--- src/verilog/ise_pkg.sv ---
// Constants shared by the two-wire slave engine files.
// Assumes one system clock and a synchronous active-low reset.
package ise_pkg;
    localparam int         SYS_CLK_MHZ       = 250;
    localparam int         MIN_CLK_STD_MHZ   = 2;
    localparam int         MIN_CLK_FM1M_MHZ  = 3;
    localparam int         MIN_CLK_FM400_MHZ = 10;
    localparam logic [4:0] HDR10_PREFIX      = 5'h1e;
    localparam logic [6:0] GEN_CALL_ADDR     = 7'h00;
    localparam logic [3:0] BITS_PER_BYTE     = 4'h8;
    localparam logic [3:0] CNT_RESET         = 4'h0;
    localparam logic [7:0] DATA_RESET        = 8'h00;
    localparam logic [1:0] SYNC_RESET        = 2'h3;

    typedef enum logic [4:0] {
        ST_IDLE    = 5'h01,
        ST_ADDR    = 5'h02,
        ST_ADDR_LO = 5'h04,
        ST_RX      = 5'h08,
        ST_TX      = 5'h10
    } ise_state_type;
endpackage

--- src/verilog/ise_engine.sv ---
// Slave engine of a two-wire serial interface with its flags.
// Assumes pins are sampled here; software access arrives as pulses.
`timescale 1ns/1ps
// Notes on behaviour
// - Reset into slave mode; master mode only after a software START request.
// - Master mode drops back to slave on lost arbitration or STOP.
// - Receiver returns acknowledge in the ninth clock after eight data clocks.
// - After START shift address; compare own one, own two, general call.
// - Ten-bit mode compares header 11110xx0 with the two address high bits.
// - On mismatch stay silent and idle until the next START.
// - Ten-bit header match acknowledges when enabled, then awaits low byte.
// - Address match acknowledges when enabled, sets matched flag, may interrupt.
// - With dual addressing a flag tells which own address matched.
// - Ten-bit slave receives; transmits only after restart with read header.
// - Direction flag shows whether the slave transmits or receives.
// - Transmitter holds clock low until matched flag clears and data written.
// - Matched flag clears on status one read then status two read.
// - Acknowledge from master sets transmit-empty; interrupt with both enables.
// - Empty transmitter at byte end sets byte-finished, holds clock low.
// - Master not acknowledging sets failure flag; software clears by writing zero.
// - Receiver acknowledges when enabled, sets receive-not-empty, may interrupt.
// - Unread data at next byte end sets byte-finished, holds clock low.
// - Reading data register clears receive-not-empty.
// - STOP to this slave sets stop flag; status one read, control write clear.
// - Event and error sources share one interrupt output.
module ise_engine #(
    parameter int CLK_MHZ = ise_pkg::SYS_CLK_MHZ
) (
    input  wire logic       i_clk_sys,
    input  wire logic       i_rst_b,
    input  wire logic       i_scl,
    output logic            o_scl,
    output logic            o_scl_oe,
    input  wire logic       i_sda,
    output logic            o_sda,
    output logic            o_sda_oe,
    input  wire logic [9:0] i_own_address_one,
    input  wire logic [6:0] i_own_address_two,
    input  wire logic       i_addr10_enable,
    input  wire logic       i_dual_address_enable,
    input  wire logic       i_general_call_enable,
    input  wire logic       i_ack_enable,
    input  wire logic       i_event_interrupt_enable,
    input  wire logic       i_buffer_interrupt_enable,
    input  wire logic       i_error_interrupt_enable,
    input  wire logic       i_start_request,
    input  wire logic       i_stop_generated,
    input  wire logic       i_arbitration_lost,
    input  wire logic       i_status_one_rd,
    input  wire logic       i_status_two_rd,
    input  wire logic       i_data_rd,
    input  wire logic       i_data_wr,
    input  wire logic [7:0] i_data_wdata,
    input  wire logic       i_control_one_wr,
    input  wire logic       i_ack_failure_clr,
    output logic [7:0]      o_data_register,
    output logic            o_master_mode,
    output logic            o_address_matched_flag,
    output logic            o_dual_match_flag,
    output logic            o_direction_flag,
    output logic            o_transmit_empty_flag,
    output logic            o_byte_finished_flag,
    output logic            o_acknowledge_failure_flag,
    output logic            o_receive_not_empty_flag,
    output logic            o_stop_detected_flag,
    output logic            o_irq
);
    // Input clock floor for the 400 kHz rate, the highest of the floors
    // clock floor check
    if (CLK_MHZ < ise_pkg::MIN_CLK_FM400_MHZ) begin : g_clk_chk
        $error("Module clock too slow for the serial rates");
    end

    typedef struct packed {
        ise_pkg::ise_state_type st;
        logic       scl_p;
        logic       sda_p;
        logic [7:0] sh;
        logic [3:0] cnt;
        logic       ack_ph;
        logic       acked;
        logic       hold;
        logic       sda_oe;
        logic       scl_oe;
        logic       sel;
        logic       hdr_ok;
        logic       dir;
        logic       master;
        logic       status_register_one_seen;
        logic       txfull;
        logic [7:0] dat;
        logic       address_matched_flag;
        logic       dualf;
        logic       txe;
        logic       byte_finished_flag;
        logic       ackf;
        logic       rxne;
        logic       stop_detected_flag;
    } ise_main_type;

    ise_main_type q;
    ise_main_type n;

    logic scl_s;
    logic sda_s;
    logic scl_rise;
    logic scl_fall;
    logic bus_start;
    logic bus_stop;
    logic hdr_hit;
    logic gc_hit;
    logic own1_hit;
    logic own2_hit;
    logic byte_end;

    ise_sync u_sync (
        .i_clk_sys (i_clk_sys),
        .i_rst_b   (i_rst_b),
        .i_scl     (i_scl),
        .i_sda     (i_sda),
        .o_scl     (scl_s),
        .o_sda     (sda_s)
    );

    assign scl_rise  = scl_s & ~q.scl_p;
    assign scl_fall  = ~scl_s & q.scl_p;
    assign bus_start = scl_s & q.scl_p & q.sda_p & ~sda_s;
    assign bus_stop  = scl_s & q.scl_p & ~q.sda_p & sda_s;
    assign byte_end  = scl_fall & ~q.ack_ph & (q.cnt == ise_pkg::BITS_PER_BYTE);

    // Address comparators
    // ten-bit header compare
    assign hdr_hit  = i_addr10_enable & (q.sh[7:3] == ise_pkg::HDR10_PREFIX)
                      & (q.sh[2:1] == i_own_address_one[9:8]);
    assign gc_hit   = i_general_call_enable & (q.sh[7:1] == ise_pkg::GEN_CALL_ADDR);
    assign own1_hit = ~i_addr10_enable & (q.sh[7:1] == i_own_address_one[6:0]);
    assign own2_hit = i_dual_address_enable & (q.sh[7:1] == i_own_address_two);

    always_comb begin
        n       = q;
        n.scl_p = scl_s;
        n.sda_p = sda_s;

        // Status read order tracking
        if (i_status_two_rd | i_data_wr | i_data_rd | i_control_one_wr) begin
            n.status_register_one_seen = 1'b0;
        end
        if (i_status_one_rd) begin
            n.status_register_one_seen = 1'b1;
        end
        if (i_status_two_rd & q.status_register_one_seen) begin
            n.address_matched_flag = 1'b0;
        end
        if (q.status_register_one_seen & (i_data_wr | i_data_rd)) begin
            n.byte_finished_flag = 1'b0;
        end
        if (q.status_register_one_seen & i_control_one_wr) begin
            n.stop_detected_flag = 1'b0;
        end
        if (i_ack_failure_clr) begin
            n.ackf = 1'b0;
        end
        if (i_data_rd) begin
            n.rxne = 1'b0;
        end
        if (i_data_wr) begin
            n.dat    = i_data_wdata;
            n.txfull = 1'b1;
            n.txe    = 1'b0;
        end

        if (i_start_request) begin
            n.master = 1'b1;
        end
        if (i_arbitration_lost | i_stop_generated) begin
            n.master = 1'b0;
        end

        if (bus_start) begin
            n.st     = ise_pkg::ST_ADDR;
            n.cnt    = ise_pkg::CNT_RESET;
            n.ack_ph = 1'b0;
            n.sda_oe = 1'b0;
            n.scl_oe = 1'b0;
            n.hold   = 1'b0;
        end else if (bus_stop) begin
            if (q.sel) begin
                n.stop_detected_flag = 1'b1;
            end
            n.st     = ise_pkg::ST_IDLE;
            n.sel    = 1'b0;
            n.hdr_ok = 1'b0;
            n.ack_ph = 1'b0;
            n.sda_oe = 1'b0;
            n.scl_oe = 1'b0;
            n.hold   = 1'b0;
        end else if (q.st != ise_pkg::ST_IDLE) begin
            if (scl_rise & ~q.ack_ph) begin
                n.sh  = {q.sh[6:0], sda_s};
                n.cnt = q.cnt + 4'h1;
            end
            if (scl_rise & q.ack_ph & ~q.sda_oe & (q.st == ise_pkg::ST_TX)) begin
                n.acked = ~sda_s;
                if (sda_s) begin
                    n.ackf = 1'b1;
                end else begin
                    n.txe = 1'b1;
                end
            end
            if (scl_fall & q.ack_ph) begin
                n.ack_ph = 1'b0;
                n.sda_oe = 1'b0;
                n.cnt    = ise_pkg::CNT_RESET;
                if ((q.st == ise_pkg::ST_TX) & ~q.acked) begin
                    n.st = ise_pkg::ST_IDLE;
                end else if ((q.st == ise_pkg::ST_TX) | q.address_matched_flag) begin
                    n.scl_oe = 1'b1;
                    n.hold   = 1'b1;
                    if ((q.st == ise_pkg::ST_TX) & ~q.address_matched_flag & ~q.txfull) begin
                        n.byte_finished_flag = 1'b1;
                    end
                end
            end else if (byte_end) begin
                case (q.st)
                    ise_pkg::ST_ADDR: begin
                        if (q.master) begin
                            n.st = ise_pkg::ST_IDLE;
                        end else if (hdr_hit & ~q.sh[0]) begin
                            n.st     = ise_pkg::ST_ADDR_LO;
                            n.ack_ph = 1'b1;
                            n.sda_oe = i_ack_enable;
                        end else if (own1_hit | own2_hit | gc_hit | (hdr_hit & q.sh[0] & q.hdr_ok)) begin
                            n.sel    = 1'b1;
                            n.address_matched_flag  = 1'b1;
                            n.dualf  = own2_hit & ~own1_hit;
                            n.dir    = q.sh[0];
                            n.acked  = 1'b1;
                            n.txe    = q.sh[0] & ~q.txfull;
                            n.st     = q.sh[0] ? ise_pkg::ST_TX : ise_pkg::ST_RX;
                            n.ack_ph = 1'b1;
                            n.sda_oe = i_ack_enable;
                        end else begin
                            n.st = ise_pkg::ST_IDLE;
                        end
                    end
                    ise_pkg::ST_ADDR_LO: begin
                        if (q.sh == i_own_address_one[7:0]) begin
                            n.sel    = 1'b1;
                            n.hdr_ok = 1'b1;
                            n.address_matched_flag  = 1'b1;
                            n.dualf  = 1'b0;
                            n.dir    = 1'b0;
                            n.st     = ise_pkg::ST_RX;
                            n.ack_ph = 1'b1;
                            n.sda_oe = i_ack_enable;
                        end else begin
                            n.st = ise_pkg::ST_IDLE;
                        end
                    end
                    ise_pkg::ST_RX: begin
                        if (q.rxne) begin
                            n.byte_finished_flag    = 1'b1;
                            n.scl_oe = 1'b1;
                            n.hold   = 1'b1;
                        end else begin
                            n.dat    = q.sh;
                            n.rxne   = 1'b1;
                            n.ack_ph = 1'b1;
                            n.sda_oe = i_ack_enable;
                        end
                    end
                    ise_pkg::ST_TX: begin
                        n.ack_ph = 1'b1;
                        n.sda_oe = 1'b0;
                    end
                    default: begin
                        n.st = ise_pkg::ST_IDLE;
                    end
                endcase
            end else if (scl_fall & (q.st == ise_pkg::ST_TX)) begin
                n.sda_oe = ~q.sh[7];
            end

            // Clock stretch release
            if (q.hold) begin
                if (q.st == ise_pkg::ST_TX) begin
                    if (~q.address_matched_flag & q.txfull) begin
                        n.sh     = q.dat;
                        n.sda_oe = ~q.dat[7];
                        n.txfull = 1'b0;
                        n.scl_oe = 1'b0;
                        n.hold   = 1'b0;
                    end
                end else if (q.cnt == ise_pkg::BITS_PER_BYTE) begin
                    if (~q.rxne) begin
                        n.dat    = q.sh;
                        n.rxne   = 1'b1;
                        n.ack_ph = 1'b1;
                        n.sda_oe = i_ack_enable;
                        n.scl_oe = 1'b0;
                        n.hold   = 1'b0;
                    end
                end else if (~q.address_matched_flag) begin
                    n.scl_oe = 1'b0;
                    n.hold   = 1'b0;
                end
            end
        end
    end

    always_ff @(posedge i_clk_sys) begin
        if (!i_rst_b) begin
            q       <= '0;
            q.st    <= ise_pkg::ST_IDLE;
            q.scl_p <= 1'b1;
            q.sda_p <= 1'b1;
        end else begin
            q <= n;
        end
    end

    assign o_scl                      = 1'b0;
    assign o_sda                      = 1'b0;
    assign o_scl_oe                   = q.scl_oe;
    assign o_sda_oe                   = q.sda_oe;
    assign o_data_register            = q.dat;
    assign o_master_mode              = q.master;
    assign o_address_matched_flag     = q.address_matched_flag;
    assign o_dual_match_flag          = q.dualf;
    assign o_direction_flag           = q.dir;
    assign o_transmit_empty_flag      = q.txe;
    assign o_byte_finished_flag       = q.byte_finished_flag;
    assign o_acknowledge_failure_flag = q.ackf;
    assign o_receive_not_empty_flag   = q.rxne;
    assign o_stop_detected_flag       = q.stop_detected_flag;

    assign o_irq = (i_event_interrupt_enable & (q.address_matched_flag | q.stop_detected_flag | q.byte_finished_flag))
                   | (i_event_interrupt_enable & i_buffer_interrupt_enable & (q.txe | q.rxne))
                   | (i_error_interrupt_enable & q.ackf);
endmodule

--- src/verilog/ise_sync.sv ---
// Two-stage synchroniser for the clock and data line inputs.
// Assumes the bus pins are asynchronous to i_clk_sys.
`timescale 1ns/1ps
module ise_sync (
    input  wire logic i_clk_sys,
    input  wire logic i_rst_b,
    input  wire logic i_scl,
    input  wire logic i_sda,
    output logic      o_scl,
    output logic      o_sda
);
    typedef struct packed {
        logic [1:0] scl;
        logic [1:0] sda;
    } ise_sync_type;

    ise_sync_type s_q;
    ise_sync_type s_d;

    always_comb begin
        s_d     = s_q;
        s_d.scl = {s_q.scl[0], i_scl};
        s_d.sda = {s_q.sda[0], i_sda};
    end

    always_ff @(posedge i_clk_sys) begin
        if (!i_rst_b) begin
            s_q <= {ise_pkg::SYNC_RESET, ise_pkg::SYNC_RESET};
        end else begin
            s_q <= s_d;
        end
    end

    assign o_scl = s_q.scl[1];
    assign o_sda = s_q.sda[1];
endmodule

--- config.mk ---
export PLATFORM = sky130hd
export DESIGN_NAME = ise_engine
export DESIGN_NICKNAME = d
export VERILOG_FILES = /design/src/verilog/ise_pkg.sv /design/src/verilog/ise_engine.sv /design/src/verilog/ise_sync.sv
export SDC_FILE = /design/constraint.sdc
export NUM_CORES = 1
export LEC_CHECK = 0
export ABC_AREA = 1
export BUFFER_PORTS_ARGS = -buffer_cell sky130_fd_sc_hd__buf_4
export CAP_MARGIN = 20
export CORE_MARGIN = 2
export CORE_UTILIZATION = 50
export DETAILED_ROUTE_END_ITERATION = 10
export GPL_TIMING_DRIVEN = 1
export HOLD_SLACK_MARGIN = 0.15
export PLACE_DENSITY_LB_ADDON = 0.2
export SLEW_MARGIN = 20
export SYNTH_ARGS = -nofsm -noshare
export SYNTH_HDL_FRONTEND = slang
export SYNTH_SLANG_ARGS = --single-unit
--- constraint.sdc ---
create_clock -name i_clk_sys -period 1.9 [get_ports i_clk_sys]
set_input_delay 0.095 -clock i_clk_sys [delete_from_list [all_inputs] [get_ports i_clk_sys]]
set_output_delay 0.095 -clock i_clk_sys [all_outputs]
set_load 0.1 [all_outputs]
==> run summary <==
LAYOUT
------------------------------------------------------------------------------------------------------
Antenna cells ...........................................................................            0
Area delta synth->final .................................................................        44.9%
Fraction of final layout cells with drive strength greater than 1 .......................        32.0%
# nets final ............................................................................          668

CLOCKING
------------------------------------------------------------------------------------------------------
Number of buffers added by the clock tree synthesis step ................................            5
TritonCTS clock tree ....................................................................         done
TritonCTS sink count ....................................................................           49
CTS H-tree lvls .........................................................................            2
Insertion delay to the later sink of the worst-skew pair ................................      0.30 ns
Number of buffers between clock root and the deepest sink ...............................            2
Clock transition at the register clock pins on the worst setup and hold paths after CTS .      0.09 ns
Library cell used as clock root buffer .................................................. sky130_fd_sc_hd__clkbuf_8

GLOBAL ROUTING
------------------------------------------------------------------------------------------------------
Largest net degree at the start of global routing .......................................           31
Met3 usage in global routing ............................................................        5.27%
Number of global-route vias before repair ...............................................         3440
Total Routing Usage GR ..................................................................        27.6%
Antenna violations before repair ........................................................            0
Gr busiest metal ........................................................................         met2
Met2 Use GR .............................................................................        46.2%
Global route overflow ...................................................................            0
Wire length of the first global-routing pass ............................................     15800 um
Met1 routing resource usage after global routing ........................................        36.0%

DIE
------------------------------------------------------------------------------------------------------
Count of boundary I/O pins ..............................................................           67
Number of rows in the core area .........................................................           28
Placeable Area ..........................................................................   5990 sq um
Die area ................................................................................   6890 sq um
Vert. Die Dim ...........................................................................        83 um
Horizontal die dimension ................................................................        83 um
Starting Density ........................................................................        52.1%

STATUS
------------------------------------------------------------------------------------------------------
Failing checks .......................................................................... negative setup slack
Result of the run ....................................................................... complete, but fails checks

ROUTING
------------------------------------------------------------------------------------------------------
Per-cell routed wire length .............................................................      14.9 um
Via density per instance ................................................................         5.39
Total iterations of the first detailed-routing run ......................................            5
Remaining antenna violation count after routing .........................................            0
Initial DRC Count .......................................................................          232
Detailed Route WL .......................................................................     10400 um
Vias ....................................................................................         3760
Post-route DRC ..........................................................................            0

SYNTHESIS
------------------------------------------------------------------------------------------------------
Top cells by area in the synthesized netlist ............................................ sky130_fd_sc_hd__dfxtp_1, sky130_fd_sc_hd__nand2_1, sky130_fd_sc_hd__inv_1
Dominant synthesized flop cell .......................................................... sky130_fd_sc_hd__dfxtp_1
Most common cell in the synthesized netlist ............................................. sky130_fd_sc_hd__nand2_1
Mean instance size in the synthesized netlist ...........................................   6.34 sq um
Synthesized flop and latch total ........................................................           49
Number of enable flip-flop cells after synthesis ........................................            0
Fraction of registers with async set or reset after synthesis ...........................           0%
Total number of yosys warnings ..........................................................            0
Proportion of netlist area held by the largest area contributor .........................        31.4%
Post-synth top area cell ................................................................ sky130_fd_sc_hd__dfxtp_1
Number of standard cells after synthesis ................................................          492
Cell variety after synth ................................................................           42
Most common library cells after synthesis ............................................... sky130_fd_sc_hd__nand2_1, sky130_fd_sc_hd__inv_1, sky130_fd_sc_hd__nor2_1
Cell area after synthesis ...............................................................   3120 sq um
Post-synthesis sequential area ratio ....................................................        31.4%

STA
------------------------------------------------------------------------------------------------------
Unrepaired setup endpoints after global routing .........................................         true
Total count of max-transition violations in the final report ............................            0
Fin Clk Skew ............................................................................   0.00469 ns
Worst hold slack ........................................................................     0.203 ns
FMAX ....................................................................................      507 MHz
Period utilization ......................................................................         104%
Final setup viols .......................................................................            1
Setup tns final .........................................................................   -0.0730 ns
Least setup slack across all paths after layout .........................................   -0.0730 ns
Hold Fails Final Rpt ....................................................................            0
Post-layout minimum cycle time ..........................................................      1.97 ns

MIN PATH
------------------------------------------------------------------------------------------------------
Worst hold path class ................................................................... primary input to flip-flop
Min-delay src ........................................................................... i_ack_enable

JOB
------------------------------------------------------------------------------------------------------
Number of max-capacitance violations reported ...........................................            0

POWER AND IR DROP
------------------------------------------------------------------------------------------------------
Cell area power density .................................................................  473 nW/um^2
Leakage power summed over all cells .....................................................   0.00210 uW
IR drop worst, VDD ......................................................................     0.477 mV

SETUP PATH
------------------------------------------------------------------------------------------------------
Worst setup path startpoint ............................................................. q[43]$_SDFFE_PP0P_
Crit. End Element .......................................................................    flip-flop
Arrival time worst endpoint .............................................................      2.17 ns
Crit Path Class ......................................................................... flip-flop to flip-flop
Startpoint types ........................................................................    flip-flop
Maximum fanout along the worst path .....................................................            3
Worst EP required .......................................................................      2.10 ns
Startpoint of the lowest-slack register-to-register path ................................ q[43]$_SDFFE_PP0P_

PLACE
------------------------------------------------------------------------------------------------------
DP Worst Slack ..........................................................................   -0.0589 ns
Half-perimeter wire length after detailed placement .....................................      6890 um
Input/output buffers ....................................................................           64
Final estimated routing congestion in global placement ..................................        0.923

[stage by stage]
stage | cells | instance area (sq um) | utilization [%] | total power, uW
after floorplan | 493 | 3130 | - | 1330
after global placement | 648 | 3860 | 64.5 | 1460
after detailed placement | 648 | 3860 | 64.5 | 1470
after CTS | 685 | 4260 | 71.2 | 2130
after global routing | 697 | 4520 | 75.5 | 2220
final | 697 | 4520 | 75.5 | 2140
[report_power, final]
group          switching [uW]  internal (uW)  total (uW)  leakage [uW]
clock                     368            260         628     0.0000374
sequential               18.2           1050        1060      0.000405
combinational             267            180         448       0.00165
total                     653           1490        2140       0.00210
[critical path, cell delays in order, from the launching register on]
cell	delay (ns)
sky130_fd_sc_hd__dfxtp_2	0.35
sky130_fd_sc_hd__buf_4	0.13
sky130_fd_sc_hd__nor4_2	0.36
sky130_fd_sc_hd__inv_2	0.10
sky130_fd_sc_hd__nand2_1	0.11
sky130_fd_sc_hd__inv_1	0.09
sky130_fd_sc_hd__a21oi_2	0.18
sky130_fd_sc_hd__nand2_1	0.08
sky130_fd_sc_hd__nand2_1	0.07
sky130_fd_sc_hd__nand2_2	0.06
sky130_fd_sc_hd__nand2_1	0.06
sky130_fd_sc_hd__nand2_1	0.05
sky130_fd_sc_hd__nand2_1	0.05
sky130_fd_sc_hd__nand2_1	0.06
sky130_fd_sc_hd__nor2_1	0.10
sky130_fd_sc_hd__nor2_1	0.04
[kinds of logic (layout without fill, tap and decap cells)]
group,after synthesis,count (layout),share of synthesized area [%]
AOI/OAI and AO/OA,75,75,14.9
buffers and inverters,101,228,13.8
and+or+nand+nor,255,257,36.4
xor gates and xnor gates,8,8,2.25
adders and majority gates,2,2,0.802
muxes,1,1,0.321
other,1,2,0.120
DFF,49,49,31.4
[per-layer routing]
metal | vias up | share of wire [%]
li1 | 1834 | -
met1 | 1695 | 41
met2 | 198 | 48
met3 | 33 | 7.9
met4 | 0 | 2.7
met5 | - | 0
[sequential cells by signal (all words and copies together), names as in the netlist]
signal	count
o_receive_not_empty_flag	1
o_acknowledge_failure_flag	1
o_stop_detected_flag	1
u_sync.o_scl	1
o_address_matched_flag	1
u_sync.s_d	2
o_sda_oe	1
o_transmit_empty_flag	1
o_master_mode	1
u_sync.o_sda	1
o_byte_finished_flag	1
q	26
o_scl_oe	1
o_data_register	8
o_dual_match_flag	1
o_direction_flag	1
[path summary, 6_finish.rpt]
check | end | slack (ns) | cells past startpoint
worst max-delay path | o_sda_oe$_SDFFE_PP0N_ | -0.07 | 15
worst min-delay path | o_sda_oe$_SDFFE_PP0N_ | 0.20 | 5
worst max register to register | o_sda_oe$_SDFFE_PP0N_ | -0.07 | 15
worst min register to register | u_sync.o_scl$_SDFF_PN1_ | 0.42 | 1
[cell type report]
class,instances,area (sq um)
tap,75,93.8
timing repair buffer,143,1160
clock buffer,6,72.6
clock inverter,2,15.0
multi-input combinational,345,1890
inverter,77,289
sequential,49,1000
fill,461,1470
[cells in the final DEF, fill, tap and decap left out, types with 3 or more instances in the layout]
master                          synthesis  routed
sky130_fd_sc_hd__a21oi_1               27      26
sky130_fd_sc_hd__a311oi_1               8       5
sky130_fd_sc_hd__a311oi_2               0       3
sky130_fd_sc_hd__a31oi_1               10       9
sky130_fd_sc_hd__buf_4                 11     112
sky130_fd_sc_hd__buf_6                  0       4
sky130_fd_sc_hd__clkbuf_8               0       5
sky130_fd_sc_hd__dfxtp_1               49      38
sky130_fd_sc_hd__dfxtp_2                0       9
sky130_fd_sc_hd__dlygate4sd3_1          0      27
sky130_fd_sc_hd__inv_1                 68      64
sky130_fd_sc_hd__inv_2                  8      12
sky130_fd_sc_hd__nand2_1              138     130
sky130_fd_sc_hd__nand2_2                2       9
sky130_fd_sc_hd__nand2_4                0       3
sky130_fd_sc_hd__nand3_1               13      11
sky130_fd_sc_hd__nand4_1               16      16
sky130_fd_sc_hd__nor2_1                58      50
sky130_fd_sc_hd__nor2_2                 3       8
sky130_fd_sc_hd__nor2_4                 0       3
sky130_fd_sc_hd__nor3_1                 7       5
sky130_fd_sc_hd__nor3_2                 1       3
sky130_fd_sc_hd__nor4_1                 5       3
sky130_fd_sc_hd__nor4_2                 2       4
sky130_fd_sc_hd__o21ai_0               14      11
sky130_fd_sc_hd__or2_2                  6       6
sky130_fd_sc_hd__xor2_1                 7       7
[repair_timing]
item                                   CTS  global route
buffers inserted                         1            11
gates resized for setup                  9            53
gates cloned                             1             1
endpoints found under the hold margin   22             0
setup endpoints to repair               11            34
pin swaps                                5            22
hold buffers                            27             0
No activity file was read; power rests on OpenSTA's default activity.
